**src/rtl/ums_pkg.sv**
```systemverilog
/*
 * Constants for the master-only SPI mode of the serial port: register
 * offsets, bit positions, reset values, mode codes and engine states.
 * Assumes a byte-wide register port with a three-bit address.
 */
package ums_pkg;

    // ************************************************************
    // Register map
    // ************************************************************
    localparam int          ADDR_W     = 3;
    localparam logic [2:0]  OFF_DATA   = 3'h0;    // data_buffer_register
    localparam logic [2:0]  OFF_STATUS = 3'h1;    // spi_status_flags
    localparam logic [2:0]  OFF_ENABLE = 3'h2;    // spi_enable_control
    localparam logic [2:0]  OFF_FORMAT = 3'h3;    // spi_format_control
    localparam logic [2:0]  OFF_BAUD   = 3'h4;    // Baud divisor

    // ************************************************************
    // Field positions
    // ************************************************************
    localparam int ST_RXC     = 7;
    localparam int ST_TXC     = 6;
    localparam int ST_UDRE    = 5;
    localparam int EN_RXCIE   = 7;
    localparam int EN_TXCIE   = 6;
    localparam int EN_BUFFER_EMPTY_IRQ_ENABLE   = 5;
    localparam int EN_RXEN    = 4;
    localparam int EN_TXEN    = 3;
    localparam int FMT_MODE_H = 7;
    localparam int FMT_MODE_L = 6;
    localparam int FMT_ORDER  = 2;
    localparam int FMT_CPHA   = 1;
    localparam int FMT_CPOL   = 0;

    // ************************************************************
    // Reset values and codes
    // ************************************************************
    localparam logic [7:0] ENABLE_RESET = 8'h06;
    localparam logic [7:0] FORMAT_RESET = 8'h06;
    localparam logic [2:0] ENABLE_RSVD  = 3'h6;  // Read value of bits 2:0
    localparam logic [7:0] BAUD_RESET   = 8'h00;
    localparam logic [1:0] MODE_ASYNC   = 2'h0;
    localparam logic [1:0] MODE_SYNC    = 2'h1;
    localparam logic [1:0] MODE_RSVD    = 2'h2;
    localparam logic [1:0] MODE_MSPI    = 2'h3;
    localparam int         FRAME_BITS   = 8;
    localparam int         RX_DEPTH     = 2;

    // Transfer engine states
    typedef enum logic [1:0] {
        ST_IDLE  = 2'b01,
        ST_SHIFT = 2'b10
    } ums_state_type;

endpackage : ums_pkg

```
**src/rtl/ums_spi_master.sv**
```systemverilog
/*
 * Master-only SPI engine of the serial port, with its control registers,
 * a double-buffered transmitter and a two-level receive buffer.
 * Assumes one clock domain, a synchronous active-low reset, a register
 * port with one-cycle strobes, and an external slave-select.
 */
// Operation
// - Framing, overrun and parity error bits always read as zero
// - Receive-done is high exactly while unread receive data remains
// - Transmit-done sets when the frame ends with transmit buffer empty
// - Transmit-done clears on interrupt service or software writing one
// - Buffer-empty is high when buffer accepts a byte, high after reset
// - Receive interrupt needs enable, receive-done and global flag
// - Transmit-done interrupt needs enable, flag and global flag
// - Buffer-empty interrupt needs enable, flag and global flag
// - Receiver enable takes the serial input pin from the port
// - Clearing receiver enable flushes the receive buffer
// - Receiver alone never starts clocks or transfers
// - Transmitter disable waits for shifting and buffered bytes
// - Mode field: 00 async, 01 sync, 10 reserved, 11 master SPI
// - Order, phase and polarity take effect in the mode-select write
// - Bit order one sends LSB first, zero sends MSB first
// - Phase bit selects sampling on leading or trailing clock edge
// - Transmit path is double buffered
// - Receive path holds two levels beyond the byte being assembled
// - Master only, no slave-select pin handling
// - Polarity bit sets the idle level of the transfer clock
// - Each accepted data write starts one full-duplex transfer when shifter frees in master SPI mode
// - On receive overflow the newest byte is lost, older ones kept
// - Frames are eight bits; data line rests high while idle
`timescale 1ns/10ps
module ums_spi_master #(
    parameter int RX_DEPTH = ums_pkg::RX_DEPTH,
    parameter int BAUD_W   = 8
) (
    input  wire logic       clock_in,
    input  wire logic       rst_b_in,
    input  wire logic [2:0] addr_in,
    input  wire logic [7:0] wr_data_in,
    input  wire logic       wr_en_in,
    input  wire logic       rd_en_in,
    input  wire logic       global_irq_enable_in,
    input  wire logic       tx_irq_serviced_in,
    input  wire logic       serial_in_pin_in,
    output logic      [7:0] rd_data_out,
    output logic            rx_irq_out,
    output logic            tx_done_irq_out,
    output logic            buf_empty_irq_out,
    output logic            transfer_clock_pin_out,
    output logic            serial_out_pin_out,
    output logic            serial_out_oe_b_out,
    output logic            serial_in_take_out,
    output logic            master_spi_mode_out
);

    localparam int CNT_W = $clog2(RX_DEPTH + 1);

    // ************************************************************
    // Registers and nets
    // ************************************************************
    logic                  rxcie_q;
    logic                  txcie_q;
    logic                  buffer_empty_irq_enable_q;
    logic                  rx_on_q;
    logic                  tx_on_q;
    logic [1:0]            mode_q;
    logic                  order_q;
    logic                  cpha_q;
    logic                  cpol_q;
    logic [BAUD_W-1:0]     baud_q;
    logic                  txc_q;
    logic                  tx_full_q;
    logic [7:0]            tx_buf_q;
    logic [7:0]            tx_sh_q;
    logic [7:0]            rx_sh_q;
    logic [7:0]            rx_byte;
    logic [7:0]            rx_mem_q [RX_DEPTH];
    logic [CNT_W-1:0]      rx_cnt_q;
    logic [CNT_W-1:0]      rx_keep;
    ums_pkg::ums_state_type state_q;
    logic                  phase_q;
    logic [2:0]            bit_cnt_q;
    logic [BAUD_W-1:0]     div_q;
    logic                  sck_q;
    logic                  mosi_q;
    logic                  miso_s1_q;
    logic                  miso_s2_q;
    logic [7:0]            rd_data_q;
    logic                  rx_irq_q;
    logic                  tx_irq_q;
    logic                  be_irq_q;
    logic                  oe_b_q;
    logic                  take_q;
    logic                  mspi_q;
    logic                  busy;
    logic                  mspi;
    logic                  tick;
    logic                  lead;
    logic                  trail;
    logic                  sample;
    logic                  frame_end;
    logic                  start;
    logic                  wr_data;
    logic                  wr_status;
    logic                  wr_enable;
    logic                  wr_format;
    logic                  accept;
    logic                  rx_pop;
    logic                  rx_push;
    logic                  rx_flush;
    logic                  rxc;
    logic [2:0]            pos;

    // Bit of a byte sent at a given step, for either order
    function automatic logic pick_bit(input logic [7:0] byte_v,
                                      input logic [2:0] idx,
                                      input logic       lsb_first);
        logic [2:0] p;
        p = lsb_first ? idx : 3'h7 - idx;
        return byte_v[p];
    endfunction : pick_bit

    // ************************************************************
    // Decode
    // ************************************************************
    // Strobe decode and engine events
    assign wr_data   = wr_en_in && (addr_in == ums_pkg::OFF_DATA);
    assign wr_status = wr_en_in && (addr_in == ums_pkg::OFF_STATUS);
    assign wr_enable = wr_en_in && (addr_in == ums_pkg::OFF_ENABLE);
    assign wr_format = wr_en_in && (addr_in == ums_pkg::OFF_FORMAT);
    assign mspi      = (mode_q == ums_pkg::MODE_MSPI);
    assign busy      = (state_q == ums_pkg::ST_SHIFT);
    assign tick      = busy && (div_q == baud_q);
    assign lead      = tick && !phase_q;
    assign trail     = tick && phase_q;
    assign sample    = cpha_q ? trail : lead;
    assign frame_end = trail && (bit_cnt_q == 3'(ums_pkg::FRAME_BITS - 1));
    // Only a buffered byte starts a frame
    assign start     = !busy && tx_full_q && mspi;
    // Data writes accepted while the transmitter is on
    assign accept    = wr_data && tx_on_q && !tx_full_q;
    assign pos       = order_q ? bit_cnt_q : 3'h7 - bit_cnt_q;
    assign rxc       = (rx_cnt_q != '0);

    // ************************************************************
    // Control registers
    // ************************************************************
    // Enable bits
    always_ff @(posedge clock_in) begin
        if (!rst_b_in) begin
            rxcie_q <= ums_pkg::ENABLE_RESET[ums_pkg::EN_RXCIE];
            txcie_q <= ums_pkg::ENABLE_RESET[ums_pkg::EN_TXCIE];
            buffer_empty_irq_enable_q <= ums_pkg::ENABLE_RESET[ums_pkg::EN_BUFFER_EMPTY_IRQ_ENABLE];
            rx_on_q <= ums_pkg::ENABLE_RESET[ums_pkg::EN_RXEN];
            tx_on_q <= ums_pkg::ENABLE_RESET[ums_pkg::EN_TXEN];
        end else if (wr_enable) begin
            rxcie_q <= wr_data_in[ums_pkg::EN_RXCIE];
            txcie_q <= wr_data_in[ums_pkg::EN_TXCIE];
            buffer_empty_irq_enable_q <= wr_data_in[ums_pkg::EN_BUFFER_EMPTY_IRQ_ENABLE];
            rx_on_q <= wr_data_in[ums_pkg::EN_RXEN];
            tx_on_q <= wr_data_in[ums_pkg::EN_TXEN];
        end
    end

    // Format fields load together with the mode field
    always_ff @(posedge clock_in) begin
        if (!rst_b_in) begin
            mode_q  <= ums_pkg::FORMAT_RESET[ums_pkg::FMT_MODE_H:ums_pkg::FMT_MODE_L];
            order_q <= ums_pkg::FORMAT_RESET[ums_pkg::FMT_ORDER];
            cpha_q  <= ums_pkg::FORMAT_RESET[ums_pkg::FMT_CPHA];
            cpol_q  <= ums_pkg::FORMAT_RESET[ums_pkg::FMT_CPOL];
        end else if (wr_format) begin
            mode_q  <= wr_data_in[ums_pkg::FMT_MODE_H:ums_pkg::FMT_MODE_L];
            order_q <= wr_data_in[ums_pkg::FMT_ORDER];
            cpha_q  <= wr_data_in[ums_pkg::FMT_CPHA];
            cpol_q  <= wr_data_in[ums_pkg::FMT_CPOL];
        end
    end

    // Baud divisor
    always_ff @(posedge clock_in) begin
        if (!rst_b_in) begin
            baud_q <= BAUD_W'(ums_pkg::BAUD_RESET);
        end else if (wr_en_in && (addr_in == ums_pkg::OFF_BAUD)) begin
            baud_q <= BAUD_W'(wr_data_in);
        end
    end

    // ************************************************************
    // Transmit buffer and flags
    // ************************************************************
    // Holding buffer in front of the shifter
    always_ff @(posedge clock_in) begin
        if (!rst_b_in) begin
            tx_full_q <= 1'b0;
            tx_buf_q  <= 8'h00;
        end else if (start) begin
            tx_full_q <= 1'b0;
        end else if (accept) begin
            tx_full_q <= 1'b1;
            tx_buf_q  <= wr_data_in;
        end
    end

    // Set on frame end with nothing queued; set wins over clear
    always_ff @(posedge clock_in) begin
        if (!rst_b_in) begin
            txc_q <= 1'b0;
        end else if (frame_end && !tx_full_q && !accept) begin
            txc_q <= 1'b1;
        // Cleared by service or a one written
        end else if (tx_irq_serviced_in || (wr_status && wr_data_in[ums_pkg::ST_TXC])) begin
            txc_q <= 1'b0;
        end
    end

    // ************************************************************
    // Transfer engine
    // ************************************************************
    // Half-period divider and edge sequencing
    always_ff @(posedge clock_in) begin
        if (!rst_b_in) begin
            state_q   <= ums_pkg::ST_IDLE;
            phase_q   <= 1'b0;
            bit_cnt_q <= 3'h0;
            div_q     <= '0;
            tx_sh_q   <= 8'h00;
        end else begin
            case (state_q)
                ums_pkg::ST_IDLE: begin
                    // Buffer moves into the free shifter
                    if (start) begin
                        state_q   <= ums_pkg::ST_SHIFT;
                        phase_q   <= 1'b0;
                        bit_cnt_q <= 3'h0;
                        div_q     <= '0;
                        tx_sh_q   <= tx_buf_q;
                    end
                end
                ums_pkg::ST_SHIFT: begin
                    div_q <= tick ? '0 : div_q + 1'b1;
                    if (tick) begin
                        phase_q <= !phase_q;
                    end
                    if (trail) begin
                        bit_cnt_q <= bit_cnt_q + 3'h1;
                    end
                    // Frame always runs to its end
                    if (frame_end) begin
                        state_q <= ums_pkg::ST_IDLE;
                    end
                end
                default: begin
                    state_q <= ums_pkg::ST_IDLE;
                end
            endcase
        end
    end

    // Clock rests at polarity, toggles on each half period
    always_ff @(posedge clock_in) begin
        if (!rst_b_in) begin
            sck_q <= 1'b0;
        end else if (tick) begin
            sck_q <= !sck_q;
        end else if (!busy) begin
            sck_q <= cpol_q;
        end
    end

    // Output bit selection; phase 1 holds the last bit through its sampling edge
    always_ff @(posedge clock_in) begin
        if (!rst_b_in) begin
            mosi_q <= 1'b1;
        end else if ((frame_end && !cpha_q) || (!busy && !start)) begin
            mosi_q <= 1'b1;                       // Line rests high
        end else if (start && !cpha_q) begin
            mosi_q <= pick_bit(tx_buf_q, 3'h0, order_q);
        end else if (lead && cpha_q) begin
            mosi_q <= pick_bit(tx_sh_q, bit_cnt_q, order_q);
        end else if (trail && !cpha_q) begin
            mosi_q <= pick_bit(tx_sh_q, bit_cnt_q + 3'h1, order_q);
        end
    end

    // ************************************************************
    // Receive path
    // ************************************************************
    // Input pin synchroniser
    always_ff @(posedge clock_in) begin
        if (!rst_b_in) begin
            miso_s1_q <= 1'b0;
            miso_s2_q <= 1'b0;
        end else begin
            miso_s1_q <= serial_in_pin_in;
            miso_s2_q <= miso_s1_q;
        end
    end

    // Byte under assembly including the bit sampled now
    always_comb begin
        rx_byte = rx_sh_q;
        if (sample) begin
            rx_byte[pos] = miso_s2_q;
        end
    end

    always_ff @(posedge clock_in) begin
        if (!rst_b_in) begin
            rx_sh_q <= 8'h00;
        end else if (tick) begin
            rx_sh_q <= rx_byte;
        end
    end

    // Flush on a write clearing the receiver, or while off
    assign rx_flush = !rx_on_q || (wr_enable && !wr_data_in[ums_pkg::EN_RXEN]);
    assign rx_pop   = rd_en_in && (addr_in == ums_pkg::OFF_DATA) && rxc;
    assign rx_keep  = rx_cnt_q - CNT_W'(rx_pop);
    // A full buffer drops the newest byte
    assign rx_push  = frame_end && rx_on_q && (rx_keep < CNT_W'(RX_DEPTH));

    always_ff @(posedge clock_in) begin
        if (!rst_b_in) begin
            rx_cnt_q <= '0;
        end else if (rx_flush) begin
            rx_cnt_q <= '0;
        end else begin
            rx_cnt_q <= rx_keep + CNT_W'(rx_push);
        end
    end

    // Receive buffer entries, head at index zero
    for (genvar gi = 0; gi < RX_DEPTH; gi++) begin : g_rx
        always_ff @(posedge clock_in) begin
            if (rx_push && (rx_keep == CNT_W'(gi))) begin
                rx_mem_q[gi] <= rx_byte;
            end else if (rx_pop) begin
                if (gi < RX_DEPTH - 1) begin
                    rx_mem_q[gi] <= rx_mem_q[(gi + 1) % RX_DEPTH];
                end
            end
        end
    end

    // ************************************************************
    // Read port and outputs
    // ************************************************************
    // Error bits read as zero
    always_ff @(posedge clock_in) begin
        if (!rst_b_in) begin
            rd_data_q <= 8'h00;
        end else if (rd_en_in) begin
            case (addr_in)
                ums_pkg::OFF_DATA:   rd_data_q <= rxc ? rx_mem_q[0] : 8'h00;
                ums_pkg::OFF_STATUS: rd_data_q <= {rxc, txc_q, !tx_full_q, 5'h00};
                ums_pkg::OFF_ENABLE: rd_data_q <= {rxcie_q, txcie_q, buffer_empty_irq_enable_q, rx_on_q,
                                                   tx_on_q, ums_pkg::ENABLE_RSVD};
                ums_pkg::OFF_FORMAT: rd_data_q <= {mode_q, 3'h0, order_q, cpha_q, cpol_q};
                ums_pkg::OFF_BAUD:   rd_data_q <= 8'(baud_q);
                default:             rd_data_q <= 8'h00;
            endcase
        end else begin
            rd_data_q <= 8'h00;
        end
    end

    always_ff @(posedge clock_in) begin
        if (!rst_b_in) begin
            rx_irq_q <= 1'b0;
            tx_irq_q <= 1'b0;
            be_irq_q <= 1'b0;
        end else begin
            rx_irq_q <= global_irq_enable_in && rxcie_q && rxc;
            tx_irq_q <= global_irq_enable_in && txcie_q && txc_q;
            be_irq_q <= global_irq_enable_in && buffer_empty_irq_enable_q && !tx_full_q;
        end
    end

    // Pin ownership; no slave select driven
    always_ff @(posedge clock_in) begin
        if (!rst_b_in) begin
            oe_b_q <= 1'b1;
            take_q <= 1'b0;
            mspi_q <= 1'b0;
        end else begin
            oe_b_q <= !(tx_on_q || busy || tx_full_q);
            take_q <= rx_on_q;
            mspi_q <= mspi;
        end
    end

    assign rd_data_out            = rd_data_q;
    assign rx_irq_out             = rx_irq_q;
    assign tx_done_irq_out        = tx_irq_q;
    assign buf_empty_irq_out      = be_irq_q;
    assign transfer_clock_pin_out = sck_q;
    assign serial_out_pin_out     = mosi_q;
    assign serial_out_oe_b_out    = oe_b_q;
    assign serial_in_take_out     = take_q;
    assign master_spi_mode_out    = mspi_q;

    logic [4:0] edge_cnt_q;                        // Clock edges in frame
    always_ff @(posedge clock_in) begin
        if (!rst_b_in || start) begin
            edge_cnt_q <= 5'h00;
        end else if (tick) begin
            edge_cnt_q <= edge_cnt_q + 5'h01;
        end
    end
endmodule : ums_spi_master

```
**config.mk**
```make
export PLATFORM = sky130hd
export DESIGN_NAME = ums_spi_master
export DESIGN_NICKNAME = d
export VERILOG_FILES = /design/src/rtl/ums_pkg.sv /design/src/rtl/ums_spi_master.sv
export SDC_FILE = /design/constraint.sdc
export NUM_CORES = 1
export LEC_CHECK = 0
export ABC_AREA = 1
export BUFFER_PORTS_ARGS = -buffer_cell sky130_fd_sc_hd__buf_4
export CORE_UTILIZATION = 55
export DETAILED_ROUTE_END_ITERATION = 6
export PLACE_DENSITY_LB_ADDON = 0.3
export SETUP_SLACK_MARGIN = 0.1
export SYNTH_ARGS = -nofsm -noshare
export SYNTH_HDL_FRONTEND = slang
export SYNTH_SLANG_ARGS = --single-unit
```
**constraint.sdc**
```tcl
create_clock -name clock_in -period 2.53 [get_ports clock_in]
set_input_delay 0.253 -clock clock_in [delete_from_list [all_inputs] [get_ports clock_in]]
set_output_delay 0.253 -clock clock_in [all_outputs]
set_load 0.05 [all_outputs]
```
* After elaboration in Yosys (flattened, before gate mapping) *
Memory sizes are Yosys's and may differ from the RTL's.
Cells that the tools add are included.

operators by class
  equal/unequal tests = 14
  magnitude comparators = 5
  multiplexer cells = 43
  bitwise logic cells = 3
  add/sub/neg operators = 6
  reductions and logical operators = 66
  multipliers = 0
  shift operators = 0
  div/mod/pow operators = 0

operator list
  operator                                                    count
  2-to-1 mux 8 bit                                            5
  one-hot mux 8 bit (5 select lines)                          1
  logical AND 1 bit                                           35
  2-to-1 mux 1 bit                                            21
  one-hot mux 8 bit (2 select lines)                          1
  2-to-1 mux 3 bit                                            5
  less-than comparator 3 x 4 -> 1 bit, second input constant  3
  logical NOT 1 bit                                           10
  AND reduction 2 bit                                         5
  binary-select mux 1 bit (select 3 bit)                      3
  adder 8 x 1 -> 8 bit, second input constant                 1
  bitwise mux 8 bit                                           1
  equality test 8 bit                                         1
  equality test 3 x 2 -> 1 bit, second input constant         2
  equality test 3 bit, second input constant                  2
  != test 2 x 1 -> 1 bit, second input constant               3
  one-hot mux 3 bit (2 select lines)                          1
  AND reduction 3 bit                                         2
  nonzero test 2 bit                                          3
  OR reduction 2 bit                                          3
  subtractor 3 bit, first input constant                      2
  logical OR 1 bit                                            5
  equality test 2 x 1 -> 1 bit, second input constant         2
  equality test 2 bit, second input constant                  2
  other kinds (16)                                            18

storage, ports and cells
  input port bits = 18
  register bits after elaboration = 78
  ROM bits = 0
  memory bits (writable) = 16
  latch bits = 0
  memories = 1
  word-level logic and storage cells = 169
  output and inout bits = 16

memory list
  memory    words  bits a word  read ports  clocked after Yosys merged registers in  wr ports  line                  text
  rx_mem_q  2      8            2           0                                        2         ums_spi_master.sv:77  logic [7:0] rx_mem_q [RX_DEPTH];

* Logic depth before layout (Yosys ltp) *
  depth after elaboration = 10
  gate-level depth with buffers = 15
  mapped depth without buffers = 14

* Worst setup path after synthesis *
OpenSTA, ideal clock, no wires.

  kind = in2reg
  from = input addr_in[1]
  to = memory rx_mem_q[1][2], in the netlist rx_mem_q[0][10], enable pin
  arrival time = 1915 ps
  slack = 245 ps
  required time = 2160 ps
  library setup time = 370 ps
  stages = 10
  cells stage by stage = nor2_1 nand2_1 nor2_2 nand2_1 inv_2 ha_1 xor2_1 nor2_1 nand2_1 nor2_1

RTL lines
  item         line                  text
  from (decl)  ums_spi_master.sv:38  input wire logic [2:0] addr_in,
  to (decl)    ums_spi_master.sv:77

==> impl_results.md <==
* CTS sink cnt at 94
* Fin nets at 620
* Top Metal Used: met4
* Average wire per cell in the routed design at 14.1 um
* Via count at 3,807
* Internal power at 2230 uW
* DR WL met3 at 505 um
* H-Tree Depth at 3
* Clock root cell: clkbuf_8
* Full die area at 8130 um2
* Met2 wire length at 4670 um
* Slowest-stage cell, CP: dfxtp_1
* Mapped Nets at 583
* Setup violations, final at 0
* CTS Buf Count at 9
* Peak supply drop at 261 uV
* Peak per-stage delay on the critical path at 0.33 ns
* Worst setup SP type: flop
* TNS Setup at 0 ns
* Post-CTS repair timing setup buffer count at 0
* CP startpoint: rx_cnt_q[1]$_SDFF_PP0_
* Clk network pwr share at 40.7%
* Minimum clock period at 2.19 ns
* Status: finished clean
* Wl on met1 at 4370 um
* Final ANT Viol Nets at 0
* GRT Resource Usage Total at 25.2%
* DP Worst Slack at 0.186 ns
* Cells after Synth at 560
* Vias per cell at 5.43
* Largest fanout on the critical path at 10
* Final worst slack at 0.341 ns
* # fillers at 606
* Seq/Total Area, Yosys at 47.8%
* Gr ovfl total at 0
* IO Pins at 34
* Clock skew at 0.0191 ns
* DR pass1 iterations at 4
* Avg Inst Size Synth at 7.63 um2
* Clock-pin slew on the worst setup and hold paths at 0.09 ns
* Antenna violations before repair at 0
* Asr flop ratio synth at 0%
* Vias in the first global route at 3,500
* Share of cells above drive strength 1 at 13.5%
* Hold WS at 0.0793 ns
* Worst reg2reg path depth at 9
* Synthesized cell area at 4270 um2
* Drt total wl at 9890 um
* Critical Path Sink Type: flop
* Largest net degree at the start of global routing at 46
* TritonCTS clock tree: built
* CP Class: reg2reg
* Worst-Skew Late Latency at 0.36 ns
* Max Fclk at 457 MHz
* Yosys cell types at 36
* Fin. Hold Viols at 0
* Lkg Pwr at 0.00213 uW
* Switching share of power at 22.5%
* First-pass GRT wire length at 16,400 um
* Die X at 90.1 um
* Initial DRC count at 242
* Maximum root-to-sink buffer count at 2
* Final GP Congestion at 0.897
* RSZ-0062 raised after global routing: no
* IO buf count at 33
* Hold Crit Class: in2reg
* Reg2reg start: rx_cnt_q[1]$_SDFF_PP0_
* Sequential fraction of design power at 53.5%
* Worst R2R End: rx_mem_q[0][1]$_DFFE_PP_
* Slew margin rel. at 47.4%
* Post-DP HPWL at 7220 um
* EDFF count, synth at 16
* Final slew viol count at 0
* Initial Utilization at 58.0%
* Rows at 31
* Slew @ Worst Pin at 0.789 ns
* Ys flop type: dfxtp_1
* CP Capture Point: rx_mem_q[0][1]$_DFFE_PP_
* CP Data Arrival Time at 2.25 ns
* Die Ht at 90.1 um
* Critical Path Most Common Cell: nor2_1
* Power per Cell Area at 589 nW/um2
* Sw Pwr at 645 uW
* Final cycle utilization of the critical path at 86.5%
* #FFs+latches synth at 94
* Detailed-route DRC error count at 0
* Critical path, cell by cell: nor2_1 -> nor2_2 -> nand2_1 -> inv_2 -> ha_1 -> xor2_1 -> nor2_1 -> nand3_4 -> nand2_2
* Yosys Warn Count at 0
* ANT cells at 0
* Final core utilization at 66.2%
* R2R Setup Slk at 0.34 ns
* CP required at 2.59 ns
* Combinational Power Share at 5.7%
* Core ar. at 7370 um2
* Area Growth Syn to Fin at 14.2%
* Max Cap Viol at 0
==> logic make-up after synthesis <==
| kind of cell | synth area share (%) |
|---|---|
| AOI/OAI and AO/OA | 15.5 |
| xor gates and xnor gates | 1.61 |
| adders and majority gates | 1.46 |
| buffers and inverters | 7.70 |
| DFF | 47.8 |
| and+or+nand+nor | 26.0 |
==> final cells by class <==
| cell class | instances | area (um2) | area share (%) |
|---|---|---|---|
| clock inverters | 4 | 77.6 | 1.59 |
| inverters | 73 | 274 | 5.61 |
| repair buffers | 39 | 293 | 6.00 |
| flip-flops and latches | 94 | 2040 | 41.8 |
| clock buffers | 12 | 166 | 3.41 |
| well taps | 99 | 124 | 2.54 |
| multi-input cells | 380 | 1900 | 39.0 |
==> worst max-delay path: cells and delay by family (launching register included) <==
family / cells / cell delay [ns]
flip-flops: 1 / 0.33
XOR/XNOR: 1 / 0.17
AND/OR/NAND/NOR: 6 / 1.08
adder cells (fa/ha/maj): 1 / 0.21
buffers and inverters: 1 / 0.11
==> registers in the layout, summed over array words and instances (netlist names), 2 cells and up <==
signal and cells:
rx_mem_q 16, baud_q 8, div_q 8, rd_data_out 8, rx_sh_q 8, tx_buf_q 8, tx_sh_q 8, bit_cnt_q 3
mode_q 2, rx_cnt_q 2, state_q 2
==> worst min-delay path by stage <==
stage                    startpoint                   end  cells after the start
2_1_floorplan      serial_in_pin_in  miso_s1_q$_SDFF_PN0_                      2
3_3_place_gp   miso_s1_q$_SDFF_PN0_  miso_s2_q$_SDFF_PN0_                      2
3_5_place_dp   miso_s1_q$_SDFF_PN0_  miso_s2_q$_SDFF_PN0_                      2
4_1_cts            serial_in_pin_in  miso_s1_q$_SDFF_PN0_                      3
5_1_grt            serial_in_pin_in  miso_s1_q$_SDFF_PN0_                      3
6_report           serial_in_pin_in  miso_s1_q$_SDFF_PN0_                      3
==> power by group through the flow <==
stage	Clock [uW]	Sequential, uW	Combinational (uW)
2_1_floorplan	0	1580	94.2
3_3_place_gp	0	1570	158
3_5_place_dp	0	1570	162
4_1_cts	1170	1540	163
5_1_grt	1250	1540	181
6_report	1170	1540	165
==> stage by stage <==
stage	total power, uW	cell area, um2	cells
after floorplan	1670	4270	560
after global placement	1730	4630	685
after detailed placement	1730	4630	685
after CTS	2880	4880	701
after global routing	2970	4880	701
final	2870	4880	701
==> synthesized netlist by cell type, types with 6 or more instances <==
cell      instances  area [um2]
a21oi_1          45         225
clkbuf_1         10        37.5
dfxtp_1          78        1560
edfxtp_1         16         480
inv_1            66         248
inv_2             6        22.5
nand2_1         128         480
nand2_2           9        56.3
nand3_1          29         145
nor2_1           58         218
nor3_1            8        40.0
o211ai_1          6        45.0
o21ai_0          52         260
o22ai_1           7        43.8
==> what timing repair did <==
| action | in CTS | in global routing |
|---|---|---|
| hold buffers | 0 | 0 |
| resized for setup | 0 | 1 |
| setup endpoints to repair | 0 | 8 |
==> routing by layer <==
layer | vias up | GRT usage, %
li1 | 1909 | -
met1 | 1741 | 32.0
met2 | 128 | 41.4
met3 | 29 | 4.15
met4 | 0 | 12.9
met5 | - | 0
==> layout by cell type, fill, tap and decap left out, types with 2 or more instances in the layout <==
| cell | count |
|---|---|
| buf_4 | 39 |
| clkinv_4 | 2 |
| clkbuf_8 | 10 |
| o211ai_1 | 6 |
| nand3_1 | 29 |
| inv_2 | 6 |
| o22ai_1 | 7 |
| nand2_4 | 4 |
| dfxtp_1 | 78 |
| nand4_1 | 4 |
| nor3_1 | 8 |
| xor2_1 | 5 |
| nor2_1 | 58 |
| a211oi_1 | 3 |
| edfxtp_1 | 16 |
| a22oi_1 | 2 |
| bufinv_16 | 2 |
| a21oi_1 | 45 |
| nand2_2 | 10 |
| o21ai_0 | 52 |
| a221oi_1 | 2 |
| inv_1 | 66 |
| nand3_4 | 2 |
| ha_1 | 5 |
| nand2_1 | 127 |
(Power assumes the default switching activity.)
